$ cat src/logic/icir_pkg.sv
// package for the isochronous context interrupt register block
package icir_pkg;
	// register byte offsets
	localparam logic [7:0] ADDR_TX_PEND_SET = 8'h00;
	localparam logic [7:0] ADDR_TX_PEND_CLR = 8'h04;
	localparam logic [7:0] ADDR_TX_EN_SET = 8'h08;
	localparam logic [7:0] ADDR_TX_EN_CLR = 8'h0C;
	localparam logic [7:0] ADDR_RX_PEND_SET = 8'h10;
	localparam logic [7:0] ADDR_RX_PEND_CLR = 8'h14;
	localparam logic [7:0] ADDR_RX_EN_SET = 8'h18;
	localparam logic [7:0] ADDR_RX_EN_CLR = 8'h1C;
	localparam logic [7:0] ADDR_GLB_PEND = 8'h20;
	localparam logic [7:0] ADDR_GLB_EN_SET = 8'h24;
	localparam logic [7:0] ADDR_GLB_EN_CLR = 8'h28;
	// global field positions
	localparam int GLB_TX_BIT = 6;
	localparam int GLB_RX_BIT = 7;
	localparam int GLB_GATE_BIT = 31;
	// reset values
	localparam logic GATE_RESET = 1'b0;
	localparam logic [31:0] RDATA_RESET = 32'h0000_0000;
	// command interrupt control encoding for always interrupt
	localparam logic [1:0] IRQ_CTL_ALWAYS = 2'h3;
	// completion report from the dma engines
	typedef struct packed {
		logic done;
		logic [4:0] ctx;
		logic [1:0] irq_ctl;
	} icir_cmpl_t;
	// register bus request
	typedef struct packed {
		logic wr;
		logic rd;
		logic [7:0] addr;
		logic [31:0] wdata;
	} icir_bus_t;
endpackage

$ cat src/logic/icir_top.sv
// isochronous context interrupt registers with summary and gate
//
// Implementation choices: the register offsets and the plain strobed port.
`timescale 1ns/1ps
`default_nettype none
// How it works
// - rx pending and enable registers are 32 bits, each with set and clear addresses.
// - writing ones to a set address sets those bits.
// - writing ones to a clear address clears those bits.
// - zero data bits leave register bits unchanged at all four addresses.
// - each rx pending bit records one receive context's completion.
// - final input command with always-interrupt control sets that rx context bit.
// - nonzero rx enable AND pending sets the rx summary flag.
// - summary drives the interrupt only if its global enable bit allows.
// - reading rx pending set address returns raw pending bits.
// - reading rx pending clear address returns pending ANDed with enable.
// - an enable bit of one lets its pending bit reach the summary.
// - enable bits of unimplemented contexts always read zero.
// - enable bits of implemented contexts hold written ones.
// - pending and enable contents need no reset initialisation.
// - reset clears the global interrupt gate.
// - final output command with always-interrupt control sets that tx context bit.
// - nonzero tx enable AND pending sets the tx summary flag.
// - with the gate clear no interrupt is raised after the first cycle it is clear.
module icir_top #(
	parameter logic [31:0] TX_IMPL = 32'h0000_00FF,
	parameter logic [31:0] RX_IMPL = 32'h0000_000F
) (
	input wire logic CLK,
	input wire logic NRST,
	input wire icir_pkg::icir_bus_t BUS,
	output logic [31:0] RDATA,
	input wire icir_pkg::icir_cmpl_t TX_CMPL,
	input wire icir_pkg::icir_cmpl_t RX_CMPL,
	output logic IRQ
);
	import icir_pkg::*;

	// elaboration check: at least one context of each kind
	if (TX_IMPL == 32'h0 || RX_IMPL == 32'h0) begin : g_bad
		$error("icir_top: no implemented contexts");
	end

	logic [31:0] tx_context_irq_pending_bits;
	logic [31:0] tx_context_irq_enable_bits;
	logic [31:0] rx_context_irq_pending_bits;
	logic [31:0] rx_context_irq_enable_bits;
	logic [31:0] global_irq_enable;
	logic global_irq_gate;
	logic tx_summary_flag;
	logic rx_summary_flag;
	logic [31:0] global_irq_pending;
	logic [31:0] tx_hw_set;
	logic [31:0] rx_hw_set;
	logic [31:0] rdata_next;
	logic irq_next;
	// decoded global enable writes, kept as nets so single bits can be picked
	logic [31:0] glb_set_w;
	logic [31:0] glb_clr_w;

	// write strobe decode, used for every register
	function automatic logic [31:0] wmask(input icir_bus_t b, input logic [7:0] a);
		wmask = (b.wr && b.addr == a) ? b.wdata : 32'h0;
	endfunction

	// completion decode: one-hot context bit when command asks for interrupt
	function automatic logic [31:0] cmpl_bit(input icir_cmpl_t c);
		cmpl_bit = (c.done && c.irq_ctl == IRQ_CTL_ALWAYS) ? (32'h1 << c.ctx) : 32'h0;
	endfunction

	assign tx_hw_set = cmpl_bit(TX_CMPL) & TX_IMPL;
	assign rx_hw_set = cmpl_bit(RX_CMPL) & RX_IMPL;

	// pending bits carry no reset; software clears them before unmasking
	always_ff @(posedge CLK) begin
		tx_context_irq_pending_bits <= ((tx_context_irq_pending_bits & ~wmask(BUS, ADDR_TX_PEND_CLR))
			| wmask(BUS, ADDR_TX_PEND_SET) | tx_hw_set) & TX_IMPL;
	end

	// rx pending: clear first, then sets win
	always_ff @(posedge CLK) begin
		rx_context_irq_pending_bits <= ((rx_context_irq_pending_bits & ~wmask(BUS, ADDR_RX_PEND_CLR))
			| wmask(BUS, ADDR_RX_PEND_SET) | rx_hw_set) & RX_IMPL;
	end

	// enable bits, unimplemented positions forced to zero
	always_ff @(posedge CLK) begin
		tx_context_irq_enable_bits <= ((tx_context_irq_enable_bits & ~wmask(BUS, ADDR_TX_EN_CLR))
			| wmask(BUS, ADDR_TX_EN_SET)) & TX_IMPL;
		rx_context_irq_enable_bits <= ((rx_context_irq_enable_bits & ~wmask(BUS, ADDR_RX_EN_CLR))
			| wmask(BUS, ADDR_RX_EN_SET)) & RX_IMPL;
	end

	// global enable: only the gate is reset, the rest is don't-care
	assign glb_set_w = wmask(BUS, ADDR_GLB_EN_SET);
	assign glb_clr_w = wmask(BUS, ADDR_GLB_EN_CLR);
	always_ff @(posedge CLK) begin
		global_irq_enable <= (global_irq_enable & ~glb_clr_w) | glb_set_w;
	end
	// the gate alone is reset so nothing fires until software opens it
	always_ff @(posedge CLK) begin
		if (!NRST) begin
			global_irq_gate <= GATE_RESET;
		end else if (glb_set_w[GLB_GATE_BIT]) begin
			global_irq_gate <= 1'b1;
		end else if (glb_clr_w[GLB_GATE_BIT]) begin
			global_irq_gate <= 1'b0;
		end
	end

	// summary flags follow the masked pending bits live
	assign tx_summary_flag = |(tx_context_irq_enable_bits & tx_context_irq_pending_bits);
	assign rx_summary_flag = |(rx_context_irq_enable_bits & rx_context_irq_pending_bits);
	always_comb begin
		global_irq_pending = 32'h0;
		global_irq_pending[GLB_TX_BIT] = tx_summary_flag;
		global_irq_pending[GLB_RX_BIT] = rx_summary_flag;
	end

	// interrupt gated by global enable and the gate
	assign irq_next = global_irq_gate && |(global_irq_pending & global_irq_enable);
	always_ff @(posedge CLK) begin
		if (!NRST) begin
			IRQ <= 1'b0;
		end else begin
			IRQ <= irq_next;
		end
	end

	// read mux; unmapped addresses read zero
	always_comb begin
		rdata_next = RDATA_RESET;
		unique case (BUS.addr)
			ADDR_TX_PEND_SET: rdata_next = tx_context_irq_pending_bits;
			ADDR_TX_PEND_CLR: rdata_next = tx_context_irq_pending_bits & tx_context_irq_enable_bits;
			ADDR_TX_EN_SET, ADDR_TX_EN_CLR: rdata_next = tx_context_irq_enable_bits;
			ADDR_RX_PEND_SET: rdata_next = rx_context_irq_pending_bits;
			ADDR_RX_PEND_CLR: rdata_next = rx_context_irq_pending_bits & rx_context_irq_enable_bits;
			ADDR_RX_EN_SET, ADDR_RX_EN_CLR: rdata_next = rx_context_irq_enable_bits;
			ADDR_GLB_PEND: rdata_next = global_irq_pending;
			ADDR_GLB_EN_SET, ADDR_GLB_EN_CLR: begin
				rdata_next = global_irq_enable;
				rdata_next[GLB_GATE_BIT] = global_irq_gate;
			end
			default: rdata_next = RDATA_RESET;
		endcase
	end

	// read data valid in the cycle after the strobe only
	always_ff @(posedge CLK) begin
		if (!NRST) begin
			RDATA <= RDATA_RESET;
		end else if (BUS.rd) begin
			RDATA <= rdata_next;
		end else begin
			RDATA <= RDATA_RESET;
		end
	end

	// checks
	rx_set_bits_a: assert property (@(posedge CLK) disable iff (!NRST)
		BUS.wr && BUS.addr == ADDR_RX_PEND_SET |=> ((rx_context_irq_pending_bits & $past(BUS.wdata) & RX_IMPL)
			== ($past(BUS.wdata) & RX_IMPL))) else $error("rx set write lost bits");
	rx_clear_bits_a: assert property (@(posedge CLK) disable iff (!NRST)
		BUS.wr && BUS.addr == ADDR_RX_PEND_CLR && !RX_CMPL.done |=> ((rx_context_irq_pending_bits & $past(BUS.wdata))
			== 32'h0)) else $error("rx clear write left bits");
	rx_zero_keep_a: assert property (@(posedge CLK) disable iff (!NRST)
		BUS.wr && BUS.addr == ADDR_RX_EN_SET |=> ((rx_context_irq_enable_bits & ~$past(BUS.wdata))
			== ($past(rx_context_irq_enable_bits) & ~$past(BUS.wdata)))) else $error("rx enable zero bit changed");
	rx_hw_event_a: assert property (@(posedge CLK) disable iff (!NRST)
		rx_hw_set != 32'h0 |=> (rx_context_irq_pending_bits & $past(rx_hw_set)) == $past(rx_hw_set))
		else $error("rx completion event lost");
	tx_hw_event_a: assert property (@(posedge CLK) disable iff (!NRST)
		tx_hw_set != 32'h0 |=> (tx_context_irq_pending_bits & $past(tx_hw_set)) == $past(tx_hw_set))
		else $error("tx completion event lost");
	rx_read_raw_a: assert property (@(posedge CLK) disable iff (!NRST)
		BUS.rd && BUS.addr == ADDR_RX_PEND_SET |=> RDATA == $past(rx_context_irq_pending_bits))
		else $error("rx raw read wrong");
	rx_read_masked_a: assert property (@(posedge CLK) disable iff (!NRST)
		BUS.rd && BUS.addr == ADDR_RX_PEND_CLR |=> RDATA == $past(rx_context_irq_pending_bits & rx_context_irq_enable_bits))
		else $error("rx masked read wrong");
	unimpl_zero_a: assert property (@(posedge CLK) disable iff (!NRST)
		(rx_context_irq_enable_bits & ~RX_IMPL) == 32'h0 && (tx_context_irq_enable_bits & ~TX_IMPL) == 32'h0)
		else $error("unimplemented enable bit set");
	gate_off_a: assert property (@(posedge CLK) disable iff (!NRST)
		!global_irq_gate ##1 !global_irq_gate |-> !IRQ) else $error("irq with gate clear");
	irq_follow_a: assert property (@(posedge CLK) disable iff (!NRST)
		global_irq_gate && global_irq_enable[GLB_RX_BIT] && rx_summary_flag |=> IRQ)
		else $error("enabled rx summary gave no irq");

	// tx pending set address sets the written ones
	tx_set_bits_a: assert property (@(posedge CLK) disable iff (!NRST)
		BUS.wr && BUS.addr == ADDR_TX_PEND_SET |=> ((tx_context_irq_pending_bits & $past(BUS.wdata) & TX_IMPL)
			== ($past(BUS.wdata) & TX_IMPL))) else $error("tx set write lost bits");

	// tx pending clear address clears the written ones unless hardware sets
	tx_clear_bits_a: assert property (@(posedge CLK) disable iff (!NRST)
		BUS.wr && BUS.addr == ADDR_TX_PEND_CLR && !TX_CMPL.done |=> ((tx_context_irq_pending_bits
			& $past(BUS.wdata)) == 32'h0)) else $error("tx clear write left bits");

	// rx pending clear leaves the zero-data bits alone
	pend_zero_keep_a: assert property (@(posedge CLK) disable iff (!NRST)
		BUS.wr && BUS.addr == ADDR_RX_PEND_CLR && !RX_CMPL.done |=> ((rx_context_irq_pending_bits
			& ~$past(BUS.wdata)) == ($past(rx_context_irq_pending_bits) & ~$past(BUS.wdata))))
		else $error("rx pending zero bit changed");

	// rx enable set holds written ones on implemented contexts
	rx_en_set_a: assert property (@(posedge CLK) disable iff (!NRST)
		BUS.wr && BUS.addr == ADDR_RX_EN_SET |=> ((rx_context_irq_enable_bits & $past(BUS.wdata) & RX_IMPL)
			== ($past(BUS.wdata) & RX_IMPL))) else $error("rx enable set lost bits");

	// rx enable clear drops the written ones
	rx_en_clear_a: assert property (@(posedge CLK) disable iff (!NRST)
		BUS.wr && BUS.addr == ADDR_RX_EN_CLR |=> ((rx_context_irq_enable_bits & $past(BUS.wdata)) == 32'h0))
		else $error("rx enable clear left bits");

	// tx enable set holds written ones on implemented contexts
	tx_en_set_a: assert property (@(posedge CLK) disable iff (!NRST)
		BUS.wr && BUS.addr == ADDR_TX_EN_SET |=> ((tx_context_irq_enable_bits & $past(BUS.wdata) & TX_IMPL)
			== ($past(BUS.wdata) & TX_IMPL))) else $error("tx enable set lost bits");

	// tx enable clear drops the written ones
	tx_en_clear_a: assert property (@(posedge CLK) disable iff (!NRST)
		BUS.wr && BUS.addr == ADDR_TX_EN_CLR |=> ((tx_context_irq_enable_bits & $past(BUS.wdata)) == 32'h0))
		else $error("tx enable clear left bits");

	// pending bits of missing contexts never appear
	unimpl_pend_a: assert property (@(posedge CLK) disable iff (!NRST)
		(rx_context_irq_pending_bits & ~RX_IMPL) == 32'h0 && (tx_context_irq_pending_bits & ~TX_IMPL) == 32'h0)
		else $error("unimplemented pending bit set");

	// tx reads: raw at the set address, masked at the clear address
	tx_read_raw_a: assert property (@(posedge CLK) disable iff (!NRST)
		BUS.rd && BUS.addr == ADDR_TX_PEND_SET |=> RDATA == $past(tx_context_irq_pending_bits))
		else $error("tx raw read wrong");
	tx_read_masked_a: assert property (@(posedge CLK) disable iff (!NRST)
		BUS.rd && BUS.addr == ADDR_TX_PEND_CLR |=> RDATA == $past(tx_context_irq_pending_bits
			& tx_context_irq_enable_bits)) else $error("tx masked read wrong");

	// rx enable reads at the set address show the stored bits, zero where no context exists
	rx_en_read_a: assert property (@(posedge CLK) disable iff (!NRST)
		BUS.rd && BUS.addr == ADDR_RX_EN_SET |=> RDATA == ($past(rx_context_irq_enable_bits) & RX_IMPL))
		else $error("rx enable read wrong");

	// global pending read carries both summary flags
	glb_read_a: assert property (@(posedge CLK) disable iff (!NRST)
		BUS.rd && BUS.addr == ADDR_GLB_PEND |=> RDATA[GLB_RX_BIT] == $past(rx_summary_flag)
			&& RDATA[GLB_TX_BIT] == $past(tx_summary_flag)) else $error("global pending read wrong");

	// read data stand one cycle only
	rdata_idle_a: assert property (@(posedge CLK) disable iff (!NRST)
		!BUS.rd |=> RDATA == RDATA_RESET) else $error("read data outside slot");

	// enabled tx summary with gate open raises the interrupt
	irq_tx_follow_a: assert property (@(posedge CLK) disable iff (!NRST)
		global_irq_gate && global_irq_enable[GLB_TX_BIT] && tx_summary_flag |=> IRQ)
		else $error("enabled tx summary gave no irq");

	// no enabled summary means no interrupt on the next cycle
	irq_masked_a: assert property (@(posedge CLK) disable iff (!NRST)
		!(global_irq_enable[GLB_TX_BIT] && tx_summary_flag) && !(global_irq_enable[GLB_RX_BIT] && rx_summary_flag)
			|=> !IRQ) else $error("irq without enabled summary");

	// reset closes the gate and quiets the outputs
	reset_gate_a: assert property (@(posedge CLK)
		!NRST |=> !global_irq_gate && !IRQ && RDATA == RDATA_RESET) else $error("reset left gate or outputs");

	// writing the gate bit at the set address opens it
	gate_set_a: assert property (@(posedge CLK) disable iff (!NRST)
		BUS.wr && BUS.addr == ADDR_GLB_EN_SET && BUS.wdata[GLB_GATE_BIT] |=> global_irq_gate)
		else $error("gate did not open");
endmodule
`default_nettype wire

$ cat config.mk
export PLATFORM = sky130hd
export DESIGN_NAME = icir_top
export DESIGN_NICKNAME = d
export VERILOG_FILES = /design/src/logic/icir_pkg.sv /design/src/logic/icir_top.sv
export SDC_FILE = /design/constraint.sdc
export NUM_CORES = 1
export LEC_CHECK = 0
export ABC_AREA = 1
export BUFFER_PORTS_ARGS = -buffer_cell sky130_fd_sc_hd__clkbuf_2
export CORE_UTILIZATION = 53
export DETAILED_ROUTE_END_ITERATION = 16
export GPL_ROUTABILITY_DRIVEN = 0
export GPL_TIMING_DRIVEN = 0
export PLACE_DENSITY = 0.8
export SETUP_SLACK_MARGIN = 0.15
export SYNTH_ARGS = -nofsm -noshare
export SYNTH_HDL_FRONTEND = slang
export SYNTH_SLANG_ARGS = --single-unit
$ cat constraint.sdc
create_clock -name CLK -period 1.2 [get_ports CLK]
set_input_delay 0.18 -clock CLK [delete_from_list [all_inputs] [get_ports CLK]]
set_output_delay 0.18 -clock CLK [all_outputs]
set_load 0.05 [all_outputs]
### Word-level counts from Yosys, hierarchy flattened

Cells that the tools add are included.

| word-level totals | value |
|---|---|
| register bits | 90 |
| bits in latches | 0 |
| bits in writable memories | 0 |
| bits in read-only memories | 0 |
| output and inout bits | 33 |
| memories kept | 0 |

| cells by class | value |
|---|---|
| add/subtract/negate cells | 0 |
| multiply operators | 0 |
| divide/modulo/power cells | 0 |
| magnitude comparators | 0 |
| equal/unequal tests | 12 |
| shift-type cells | 2 |
| muxes and demuxes | 15 |
| bitwise operators | 20 |
| reductions and logical operators | 22 |

Operator list:

| operator | count |
|---|---|
| 32-bit case mux with 8 select lines | 1 |
| 32-bit OR reduction | 3 |
| 32-bit two-way mux | 2 |
| 8-bit two-way mux | 5 |
| 32-bit AND | 1 |
| 8-bit by 32-bit AND with 32-bit output | 1 |
| 8-bit by 5-bit == test with 1-bit output (second input constant) | 4 |
| 32-bit NOT | 1 |
| 32-bit OR | 1 |
| 8-bit AND | 3 |
| 8-bit by 6-bit == test with 1-bit output (second input constant) | 3 |
| 8-bit OR | 3 |
| 4-bit two-way mux | 5 |
| 8-bit by 4-bit == test with 1-bit output (second input constant) | 2 |
| 8-bit NOT | 2 |
| 1-bit logical AND | 13 |
| 4-bit AND | 3 |
| 4-bit OR | 3 |
| 8-bit by 3-bit == test with 1-bit output (second input constant) | 1 |
| 8-bit logical NOT | 1 |
| 4-bit NOT | 2 |
| 1-bit by 5-bit << shifter with 8-bit output (first input constant) | 1 |
| 2-bit OR reduction | 3 |
| 1-bit by 5-bit << shifter with 4-bit output (first input constant) | 1 |
| 4 further kinds | 6 |

### Logic depth before layout (Yosys ltp)

Gate-level depths: netlist of the first run.

| logic depth | value |
|---|---|
| depth in word-level cells | 7 |
| depth in mapped cells | 10 |
| gate-level depth less buffers | 9 |

### Worst setup path before layout of the first run

Ideal clock, no wire load.

| timing | value |
|---|---|
| path type | input port to flip-flop |
| start | input port BUS[39] (netlist bit) |
| end | register global_irq_enable[10] |
| arrival time | 0.966 ns |
| required time | 1.079 ns |
| setup slack | 0.113 ns |
| cell stages on the path | 7 |
| buffers on the path | 1 |
| path through | inv_1 nand2_2 nor2_4 nand3_2 clkbuf_1 o21ai_0 o21ai_1 |

| on the way | value |
|---|---|
| longest elaborated chain between the ends | 6 |
| elaborated cells on any way between the ends | 9 |

RTL lines:

| item | line | source |
|---|---|---|
| start, declared | icir_top.sv:31 | `input wire icir_pkg::icir_bus_t BUS,` |
| 8-bit by 6-bit == test with 1-bit output | icir_top.sv:63 | `wmask = (b.wr && b.addr == a) ? b.wdata : 32'h0;` |
| 1-bit logical AND | icir_top.sv:63 |  |
| 32-bit two-way mux | icir_top.sv:63 |  |
| 32-bit NOT | icir_top.sv:98 | `global_irq_enable <= (global_irq_enable & ~glb_clr_w) \| glb_set_w;` |
| 32-bit AND | icir_top.sv:98 |  |
| 32-bit OR (*) | icir_top.sv:98 |  |
| end signal, assigned | icir_top.sv:98 |  |
| end, declared | icir_top.sv:48 | `logic [31:0] global_irq_enable;` |

Every way passes the cells marked *; elsewhere a longest branch is shown, timed or not.
A chain may end at the register's enable or synchronous reset.

### Worst setup path in the final report of the first run

| timing | value |
|---|---|
| start | register tx_context_irq_pending_bits[3] |
| end | register RDATA[6] |

| on the way | value |
|---|---|
| longest elaborated chain between the ends | 3 |

RTL lines:

| item | line | source |
|---|---|---|
| start, declared | icir_top.sv:44 | `logic [31:0] tx_context_irq_pending_bits;` |
| start signal, assigned | icir_top.sv:76 | `tx_context_irq_pending_bits <= ((tx_context_irq_pending_bits & ~wmask(BUS, ADDR_TX_PEND_CLR))` |
| 8-bit AND | icir_top.sv:112 | `assign tx_summary_flag = \|(tx_context_irq_enable_bits & tx_context_irq_pending_bits);` |
| 32-bit OR reduction | icir_top.sv:112 |  |
| 32-bit case mux with 8 select lines | icir_top.sv:133 | `unique case (BUS.addr)` |
| end signal, assigned | icir_top.sv:154 | `RDATA <= rdata_next;` |
| end, declared | icir_top.sv:32 | `output logic [31:0] RDATA,` |

Every way passes these cells.

==> report_table.html, run 1 <==
<table>
<tr><th>Metric</th><th>Value</th></tr>
<tr><th colspan="2">Floorplan</th></tr>
<tr><td>Io pins</td><td>93</td></tr>
<tr><td>Die outline height</td><td>87.0 um</td></tr>
<tr><td>Die outline area</td><td>7560 sq um</td></tr>
<tr><td>Chip Width</td><td>87.0 um</td></tr>
<tr><td>Area of the placeable core</td><td>6870 sq um</td></tr>
<tr><td>Initial core utilization</td><td>55.7%</td></tr>
<tr><td>Number of placement rows</td><td>30</td></tr>
<tr><th colspan="2">Route</th></tr>
<tr><td>Routed vias/inst</td><td>5.34</td></tr>
<tr><td>DRC errors left</td><td>0</td></tr>
<tr><td>Number of routed nets with antenna violations</td><td>0</td></tr>
<tr><td>DR vias</td><td>3915</td></tr>
<tr><td>Routed len/inst</td><td>14.9 um</td></tr>
<tr><td>Detailed-routing iteration count for the pre-antenna-repair pass</td><td>5</td></tr>
<tr><td>Number of design-rule violations left by the first detailed-router iteration</td><td>261</td></tr>
<tr><td>Drt total wl</td><td>10900 um</td></tr>
<tr><th colspan="2">Clock tree</th></tr>
<tr><td>Total CTS buffers</td><td>9</td></tr>
<tr><td>Clk root buf</td><td>sky130_fd_sc_hd__clkbuf_8</td></tr>
<tr><td>Clock Latency Late Sink</td><td>0.36 ns</td></tr>
<tr><td>Max Buffers Root-to-Sink</td><td>2</td></tr>
<tr><td>Total clock sinks</td><td>89</td></tr>
<tr><td>Register clock-pin slew on the reported worst setup and hold paths</td><td>0.11 ns</td></tr>
<tr><td>Clock tree from TritonCTS</td><td>done</td></tr>
<tr><td>H-tree depth</td><td>3</td></tr>
<tr><th colspan="2">Pwr</th></tr>
<tr><td>Overall power after layout</td><td>5.72 mW</td></tr>
<tr><td>Static power due to leakage</td><td>2.34 nW</td></tr>
<tr><td>Power density normalized to cell area</td><td>1100 nW/um^2</td></tr>
<tr><td>Peak supply drop</td><td>0.684 mV</td></tr>
<tr><th colspan="2">Layout</th></tr>
<tr><td>Net total in the final layout</td><td>692</td></tr>
<tr><td>Area used by multi-input combinational logic</td><td>1820 sq um</td></tr>
<tr><td>Diode count</td><td>0</td></tr>
<tr><td>Ratio of cells with drive above 1 in the final layout</td><td>38.3%</td></tr>
<tr><td>Final Cell Area</td><td>5220 sq um</td></tr>
<tr><td># fillers</td><td>485</td></tr>
<tr><td>Area growth from synthesis to final layout</td><td>36.3%</td></tr>
<tr><td>Footprint of the flip-flops and latches</td><td>1840 sq um</td></tr>
<tr><th colspan="2">Worst setup path</th></tr>
<tr><td>Kind of critical path</td><td>reg2reg</td></tr>
<tr><td>Crit-path slowest cell</td><td>sky130_fd_sc_hd__dfxtp_2</td></tr>
<tr><td>Type of element capturing the critical path</td><td>register</td></tr>
<tr><td>Required arrival time at the worst endpoint</td><td>1.46 ns</td></tr>
<tr><td>Worst stage delay on the critical path</td><td>0.35 ns</td></tr>
<tr><td>CP cell instances</td><td>nand2_2 &gt; inv_2 &gt; nor3_2 &gt; nand2_1 &gt; nand2_1 &gt; nand2_1 &gt; nor2_2 &gt; nor2_1</td></tr>
<tr><td>Most used cell, CP</td><td>sky130_fd_sc_hd__nand2_1</td></tr>
<tr><td>Arrival time reported for the critical path endpoint</td><td>1.35 ns</td></tr>
<tr><td>Maximum fanout along the worst path</td><td>3</td></tr>
<tr><td>Startpoint Class</td><td>register</td></tr>
<tr><th colspan="2">Global route</th></tr>
<tr><td>Initial antenna violation count</td><td>0</td></tr>
<tr><td>Sum of overflow across all layers after global routing</td><td>0</td></tr>
<tr><td>Number of global-route vias before repair</td><td>3573</td></tr>
<tr><td>All-layer global routing usage</td><td>27.2%</td></tr>
<tr><td>Pin count of the biggest net entering global routing</td><td>19</td></tr>
<tr><td>Wire length of the first global-routing pass</td><td>15800 um</td></tr>
<tr><th colspan="2">Timing</th></tr>
<tr><td>Final Max Tran Viols</td><td>0</td></tr>
<tr><td>Transition time of the tightest slew-check pin</td><td>0.432 ns</td></tr>
<tr><td>Final clock skew</td><td>0.0120 ns</td></tr>
<tr><td>Unrepaired setup endpoints after global routing</td><td>yes</td></tr>
<tr><td>Relative slew slack</td><td>71.0%</td></tr>
<tr><td>Hold Vio Cnt, Final</td><td>0</td></tr>
<tr><td>Finish-stage setup viols</td><td>0</td></tr>
<tr><td>Post-route clock period utilization</td><td>90.5%</td></tr>
<tr><td>Final critical delay including setup and external delays</td><td>1.09 ns</td></tr>
<tr><td>Top achievable clock speed</td><td>921 MHz</td></tr>
<tr><th colspan="2">Placed design</th></tr>
<tr><td>Final HPWL from detailed placement</td><td>6820 um</td></tr>
<tr><td>Quantity of I/O buffers inserted on ports</td><td>91</td></tr>
<tr><td>Instance area at placement</td><td>4450 sq um</td></tr>
<tr><th colspan="2">Logic synthesis</th></tr>
<tr><td>Total nets after synthesis</td><td>577</td></tr>
<tr><td>Part of the Yosys area used for sequential elements</td><td>46.6%</td></tr>
<tr><td>Area fraction of the dominant cell type after synthesis</td><td>46.6%</td></tr>
<tr><td>Synthesized instance count</td><td>517</td></tr>
<tr><td>Most common cell in the netlist</td><td>sky130_fd_sc_hd__nand2_1</td></tr>
<tr><td>Number of synthesized flops with an enable pin</td><td>0</td></tr>
<tr><td>Asr flop ratio synth</td><td>0%</td></tr>
<tr><td>Library cell with the largest summed area after synthesis</td><td>sky130_fd_sc_hd__dfxtp_1</td></tr>
<tr><td>Main synth FF type</td><td>sky130_fd_sc_hd__dfxtp_1</td></tr>
<tr><td>Most used standard cells in the synthesized netlist</td><td>128 x sky130_fd_sc_hd__nand2_1, 89 x sky130_fd_sc_hd__dfxtp_1, 64 x sky130_fd_sc_hd__o21ai_0, 56 x sky130_fd_sc_hd__inv_1, 39 x sky130_fd_sc_hd__nand3_1</td></tr>
<tr><td>Synth Cell Area</td><td>3830 sq um</td></tr>
<tr><td>Synth Register Bits</td><td>89</td></tr>
<tr><td>Cell types occupying the most area after synthesis</td><td>sky130_fd_sc_hd__dfxtp_1 47%, sky130_fd_sc_hd__nand2_1 13%, sky130_fd_sc_hd__o21ai_0 8.4%</td></tr>
<tr><td>Mean post-synth cell area</td><td>7.40 sq um</td></tr>
<tr><td>Yosys Warn Count</td><td>0</td></tr>
<tr><td>Synth unique cells</td><td>26</td></tr>
<tr><th colspan="2">Min path</th></tr>
<tr><td>Class of the tightest hold or removal check</td><td>in2reg</td></tr>
<tr><th colspan="2">Run</th></tr>
<tr><td>Reported max-cap violation count</td><td>0</td></tr>
<tr><th colspan="2">Outcome</th></tr>
<tr><td>Result of the run</td><td>completed</td></tr>
</table>
stage by stage:
stage,TNS (ns),setup slack [ns],hold WS [ns],cells,util (%)
after global routing,0,0.0514,0.0476,733,75.9
final,0,0.114,0.0392,733,75.9
after CTS,0,0.113,0.0358,723,72.8
after floorplan,0,0.150,0.293,517,-
after global placement,-8.40,-0.199,0.409,704,64.7
after detailed placement,-12.61,-0.239,0.421,704,64.7
path summary, 6_finish.rpt:
check / depth (start not counted) / slack (ns) / start / to
worst max-delay path: 8 / 0.11 / tx_context_irq_pending_bits[3] / RDATA[6]
worst min-delay path: 3 / 0.04 / BUS[20] / global_irq_enable[20]
worst max register to register: 8 / 0.11 / tx_context_irq_pending_bits[3] / RDATA[6]
worst min register to register: 2 / 0.45 / global_irq_enable[12] / RDATA[12]
cell type report:
cell class / instances / share of cell area (%)
inverters: 63 / 4.58
plain buffers: 12 / 2.28
repair buffers: 103 / 17.1
clock inverters: 7 / 1.25
clock buffers: 9 / 2.38
multi-input cells: 354 / 34.9
well taps: 96 / 2.30
flip-flops and latches: 89 / 35.2
sequential cells by signal, indices dropped and copies added (netlist names):
register,cells
tx_context_irq_pending_bits,8
global_irq_enable,31
rx_context_irq_pending_bits,4
rx_context_irq_enable_bits,4
tx_context_irq_enable_bits,8
RDATA,32
IRQ,1
global_irq_gate,1
cell usage in the layout (no fill, tap or decap), types with 3 or more instances in the layout:
cell and instances:
sky130_fd_sc_hd__clkbuf_8 11, sky130_fd_sc_hd__nand2_1 116, sky130_fd_sc_hd__buf_4 12, sky130_fd_sc_hd__o21ai_1 54, sky130_fd_sc_hd__o21ai_0 46, sky130_fd_sc_hd__clkbuf_2 59
sky130_fd_sc_hd__buf_6 8, sky130_fd_sc_hd__buf_8 30, sky130_fd_sc_hd__nor2_1 26, sky130_fd_sc_hd__inv_6 3, sky130_fd_sc_hd__nor3_1 6, sky130_fd_sc_hd__nand3b_1 4
sky130_fd_sc_hd__nand2_4 5, sky130_fd_sc_hd__nand3_1 37, sky130_fd_sc_hd__nand2_2 15, sky130_fd_sc_hd__dfxtp_2 44, sky130_fd_sc_hd__nor2_4 10, sky130_fd_sc_hd__inv_2 10
sky130_fd_sc_hd__dfxtp_1 45, sky130_fd_sc_hd__nor2_2 23, sky130_fd_sc_hd__inv_1 52
where the power goes:
group | switching, mW | total [mW] | internal [mW]
combinational | 0.301 | 0.509 | 0.208
sequential | 0.116 | 3.22 | 3.11
clock | 1.18 | 1.99 | 0.808
cell families after synthesis:
group,count (synthesis),synth area share (%)
simple gates,250,31.2
buf+inv,75,8.60
compound gates,103,13.7
flops,89,46.6
timing repair:
action	CTS	global route
setup endpoints to repair	35	105
pin swaps	7	16
hold buffers	0	0
cloned	0	1
gates resized for setup	87	92
setup buffers	3	9
metal layers:
metal	global-route usage (%)	wire length, um	vias to the layer above
met3	3.51	783	29
met1	32.2	4260	1790
met2	49.2	5620	211
li1	-	-	1885
met4	11.5	250	0
met5	0	0	-
worst max-delay path: cells and delay by family, from the launching register on:
kind          cells  cell delay, ns
buf+inv           1            0.04
flops             1            0.35
simple gates      7            0.60
No activity file was read; power rests on OpenSTA's default activity.
==> inputs of run 2 (changes only) <==
clock period = 1.1 ns   (was 1.2 ns; I/O delays follow)
==> run 2 against run 1 <==
The flow now finishes with violations (setup timing). Total power grew 15%. Sequential cell count stayed put. Clock-buffer cell count did not move. Critical path type unchanged. Sequential power is 9.9% higher. Worst hold slack worse by 0.028 ns.
==> report_table.html, run 2 (synthesis results as in run 1) <==
<table>
<tr><th>Metric</th><th>Value</th></tr>
<tr><th colspan="2">Pwr</th></tr>
<tr><td>Power density normalized to cell area</td><td>1130 nW/um^2 (was 1100 nW/um^2)</td></tr>
<tr><td>Peak supply drop</td><td>0.834 mV (was 0.684 mV)</td></tr>
<tr><td>Static power due to leakage</td><td>2.61 nW (was 2.34 nW)</td></tr>
<tr><th colspan="2">Worst setup path</th></tr>
<tr><td>R2R cell count</td><td>8 (unchanged)</td></tr>
<tr><td>Maximum fanout along the worst path</td><td>3 (unchanged)</td></tr>
<tr><td>Required arrival time at the worst endpoint</td><td>1.38 ns (was 1.46 ns)</td></tr>
<tr><td>Startpoint of the worst register-to-register path</td><td>tx_context_irq_enable_bits[0] (was tx_context_irq_pending_bits[3])</td></tr>
<tr><td>Kind of critical path</td><td>reg2reg (unchanged)</td></tr>
<tr><td>Type of element capturing the critical path</td><td>register (unchanged)</td></tr>
<tr><td>Setup slack of the worst register-to-register path</td><td>-0.17 ns (was 0.11 ns)</td></tr>
<tr><td>Endpoint of the worst register-to-register path</td><td>RDATA[6] (unchanged)</td></tr>
<tr><td>Arrival time reported for the critical path endpoint</td><td>1.55 ns (was 1.35 ns)</td></tr>
<tr><td>Startpoint Class</td><td>register (unchanged)</td></tr>
<tr><th colspan="2">Clock tree</th></tr>
<tr><td>Max Buffers Root-to-Sink</td><td>2 (unchanged)</td></tr>
<tr><td>Number of hold-repair buffers added at the cts stage</td><td>0 (unchanged)</td></tr>
<tr><td>Clk root buf</td><td>sky130_fd_sc_hd__clkbuf_8 (unchanged)</td></tr>
<tr><td>Register clock-pin slew on the reported worst setup and hold paths</td><td>0.11 ns (about the same)</td></tr>
<tr><td>Clock Latency Late Sink</td><td>0.40 ns (was 0.36 ns)</td></tr>
<tr><td>Total CTS buffers</td><td>9 (unchanged)</td></tr>
<tr><td>H-tree depth</td><td>3 (unchanged)</td></tr>
<tr><td>Total clock sinks</td><td>89 (unchanged)</td></tr>
<tr><td>Clock tree from TritonCTS</td><td>done (unchanged)</td></tr>
<tr><th colspan="2">Timing</th></tr>
<tr><td>Top achievable clock speed</td><td>788 MHz (was 921 MHz)</td></tr>
<tr><td>Hold Vio Cnt, Final</td><td>0 (unchanged)</td></tr>
<tr><td>Finish-stage setup viols</td><td>11 (was 0)</td></tr>
<tr><td>Unrepaired setup endpoints after global routing</td><td>yes (unchanged)</td></tr>
<tr><td>Transition time of the tightest slew-check pin</td><td>0.452 ns (was 0.432 ns)</td></tr>
<tr><td>Final Max Tran Viols</td><td>0 (unchanged)</td></tr>
<tr><td>Final clock skew</td><td>0.0266 ns (was 0.0120 ns)</td></tr>
<tr><td>Post-route clock period utilization</td><td>115% (was 90.5%)</td></tr>
<tr><td>Final worst slack</td><td>-0.170 ns (was 0.114 ns)</td></tr>
<tr><td>Final critical delay including setup and external delays</td><td>1.27 ns (was 1.09 ns)</td></tr>
<tr><td>Relative slew slack</td><td>69.8% (was 71.0%)</td></tr>
<tr><th colspan="2">Route</th></tr>
<tr><td>Routed len/inst</td><td>20.1 um (was 14.9 um)</td></tr>
<tr><td>DRC errors left</td><td>0 (unchanged)</td></tr>
<tr><td>Drt total wl</td><td>15100 um (was 10900 um)</td></tr>
<tr><td>DR vias</td><td>4430 (was 3915)</td></tr>
<tr><td>Routed vias/inst</td><td>5.89 (was 5.34)</td></tr>
<tr><td>Detailed-routing iteration count for the pre-antenna-repair pass</td><td>6 (was 5)</td></tr>
<tr><td>Number of routed nets with antenna violations</td><td>0 (unchanged)</td></tr>
<tr><td>Number of design-rule violations left by the first detailed-router iteration</td><td>415 (was 261)</td></tr>
<tr><th colspan="2">Floorplan</th></tr>
<tr><td>Number of placement rows</td><td>30 (unchanged)</td></tr>
<tr><td>Io pins</td><td>93 (unchanged)</td></tr>
<tr><td>Initial core utilization</td><td>55.7% (unchanged)</td></tr>
<tr><td>Area of the placeable core</td><td>6870 sq um (unchanged)</td></tr>
<tr><td>Die outline area</td><td>7560 sq um (unchanged)</td></tr>
<tr><td>Die outline height</td><td>87.0 um (unchanged)</td></tr>
<tr><td>Chip Width</td><td>87.0 um (unchanged)</td></tr>
<tr><th colspan="2">Layout</th></tr>
<tr><td>Net total in the final layout</td><td>711 (was 692)</td></tr>
<tr><td>Register with the most flip-flops</td><td>RDATA (unchanged)</td></tr>
<tr><td>Final Cell Area</td><td>5860 sq um (was 5220 sq um)</td></tr>
<tr><td>Largest register FFs</td><td>32 (unchanged)</td></tr>
<tr><td>Diode count</td><td>0 (unchanged)</td></tr>
<tr><td>Ratio of cells with drive above 1 in the final layout</td><td>48.3% (was 38.3%)</td></tr>
<tr><td>Registers with the highest flip-flop counts</td><td>RDATA (32), global_irq_enable (31) (unchanged)</td></tr>
<tr><td>Most frequent cells in the layout</td><td>106 x sky130_fd_sc_hd__nand2_1, 54 x sky130_fd_sc_hd__clkbuf_2, 49 x sky130_fd_sc_hd__inv_1, 45 x sky130_fd_sc_hd__dfxtp_2 (was 116 x sky130_fd_sc_hd__nand2_1, 59 x sky130_fd_sc_hd__clkbuf_2, 54 x sky130_fd_sc_hd__o21ai_1, 52 x sky130_fd_sc_hd__inv_1, 46 x sky130_fd_sc_hd__o21ai_0)</td></tr>
<tr><td>Area growth from synthesis to final layout</td><td>53.2% (was 36.3%)</td></tr>
<tr><td>Most common library cell in the layout ignoring fill and taps</td><td>sky130_fd_sc_hd__nand2_1 (unchanged)</td></tr>
<tr><td>Non-filler cells, final</td><td>752 (was 733)</td></tr>
<tr><th colspan="2">Min path</th></tr>
<tr><td>HP Start</td><td>BUS[7] (was BUS[20])</td></tr>
<tr><td>Class of the tightest hold or removal check</td><td>in2reg (unchanged)</td></tr>
<tr><td>End point of the most critical hold path</td><td>tx_context_irq_pending_bits[7] (was global_irq_enable[20])</td></tr>
<tr><td>Depth of the worst hold-timing path</td><td>3 (unchanged)</td></tr>
<tr><th colspan="2">Global route</th></tr>
<tr><td>Sum of overflow across all layers after global routing</td><td>0 (unchanged)</td></tr>
<tr><td>All-layer global routing usage</td><td>29.0% (was 27.2%)</td></tr>
<tr><td>Number of global-route vias before repair</td><td>3734 (was 3573)</td></tr>
<tr><td>Initial antenna violation count</td><td>1 (was 0)</td></tr>
<tr><td>Wire length of the first global-routing pass</td><td>16800 um (was 15800 um)</td></tr>
<tr><td>Pin count of the biggest net entering global routing</td><td>19 (unchanged)</td></tr>
<tr><th colspan="2">Placed design</th></tr>
<tr><td>Worst setup timing slack at the placement stage</td><td>-0.345 ns (was -0.239 ns)</td></tr>
<tr><td>Quantity of I/O buffers inserted on ports</td><td>91 (unchanged)</td></tr>
<tr><td>Final HPWL from detailed placement</td><td>6790 um (was 6820 um)</td></tr>
<tr><td>Placed insts</td><td>704 (unchanged)</td></tr>
<tr><td>Instance area at placement</td><td>4560 sq um (was 4450 sq um)</td></tr>
<tr><th colspan="2">Outcome</th></tr>
<tr><td>Violations in the final reports</td><td>setup timing</td></tr>
<tr><td>Result of the run</td><td>complete, but fails checks (was completed)</td></tr>
<tr><th colspan="2">Run</th></tr>
<tr><td>Reported max-cap violation count</td><td>0 (unchanged)</td></tr>
</table>
-- run 2: worst max-delay path, cell delays in order, from the launching register on --
cell	delay, ns
sky130_fd_sc_hd__dfxtp_1	0.35
sky130_fd_sc_hd__nand2_2	0.09
sky130_fd_sc_hd__nand2_1	0.07
sky130_fd_sc_hd__nor3_2	0.17
sky130_fd_sc_hd__nand2_1	0.16
sky130_fd_sc_hd__nand2_1	0.10
sky130_fd_sc_hd__nand2_1	0.06
sky130_fd_sc_hd__nor2_1	0.14
sky130_fd_sc_hd__nor2_1	0.06
-- run 2: layer usage --
metal	wire length, um	track usage (%)
met5	13	0
met4	969	15.0
met3	1700	5.31
met2	7210	51.7
met1	5250	33.1
-- run 2: worst max-delay path by stage --
stage	from	end	cells past startpoint
2_1_floorplan	BUS[39]	global_irq_enable[1]	7
3_3_place_gp	BUS[39]	tx_context_irq_pending_bits[1]	8
3_5_place_dp	BUS[39]	tx_context_irq_pending_bits[0]	8
4_1_cts	tx_context_irq_pending_bits[3]	RDATA[6]	8
5_1_grt	tx_context_irq_pending_bits[0]	RDATA[6]	8
6_report	tx_context_irq_enable_bits[0]	RDATA[6]	8
-- run 2: power breakdown --
| part | switching (mW) | total [mW] | internal (mW) |
|---|---|---|---|
| Combinational | 0.433 | 0.748 | 0.315 |
| Clock | 1.43 | 2.31 | 0.888 |
| Sequential | 0.154 | 3.54 | 3.39 |
-- run 2: repair_timing --
action,in CTS,in global routing
pin swaps,14,34
cloned,1,7
endpoints found under the setup margin,89,103
resized for setup,119,144
setup buffers,10,14
-- run 2: layout make-up --
cell class / count / area [sq um]
Timing Repair Buffer: 121 / 1210
Tap cell: 96 / 120
Buffer: 12 / 134
Fill cell: 334 / 1010
Multi-Input combinational cell: 355 / 2080
Inverter: 63 / 278
Clock inverter: 7 / 71.3
Clock buffer: 9 / 124
Sequential cell: 89 / 1840
-- run 2: through the flow --
stage	total power, mW	setup TNS [ns]	hold WS [ns]	util (%)
final	6.61	-0.696	0.0108	85.3
after global routing	6.78	-1.10	0.0251	85.3
after CTS	6.29	0	0.0183	76.5
after detailed placement	4.09	-20.87	0.403	66.3
after global placement	4.06	-17.96	0.394	66.3
after floorplan	3.85	0	0.278	-
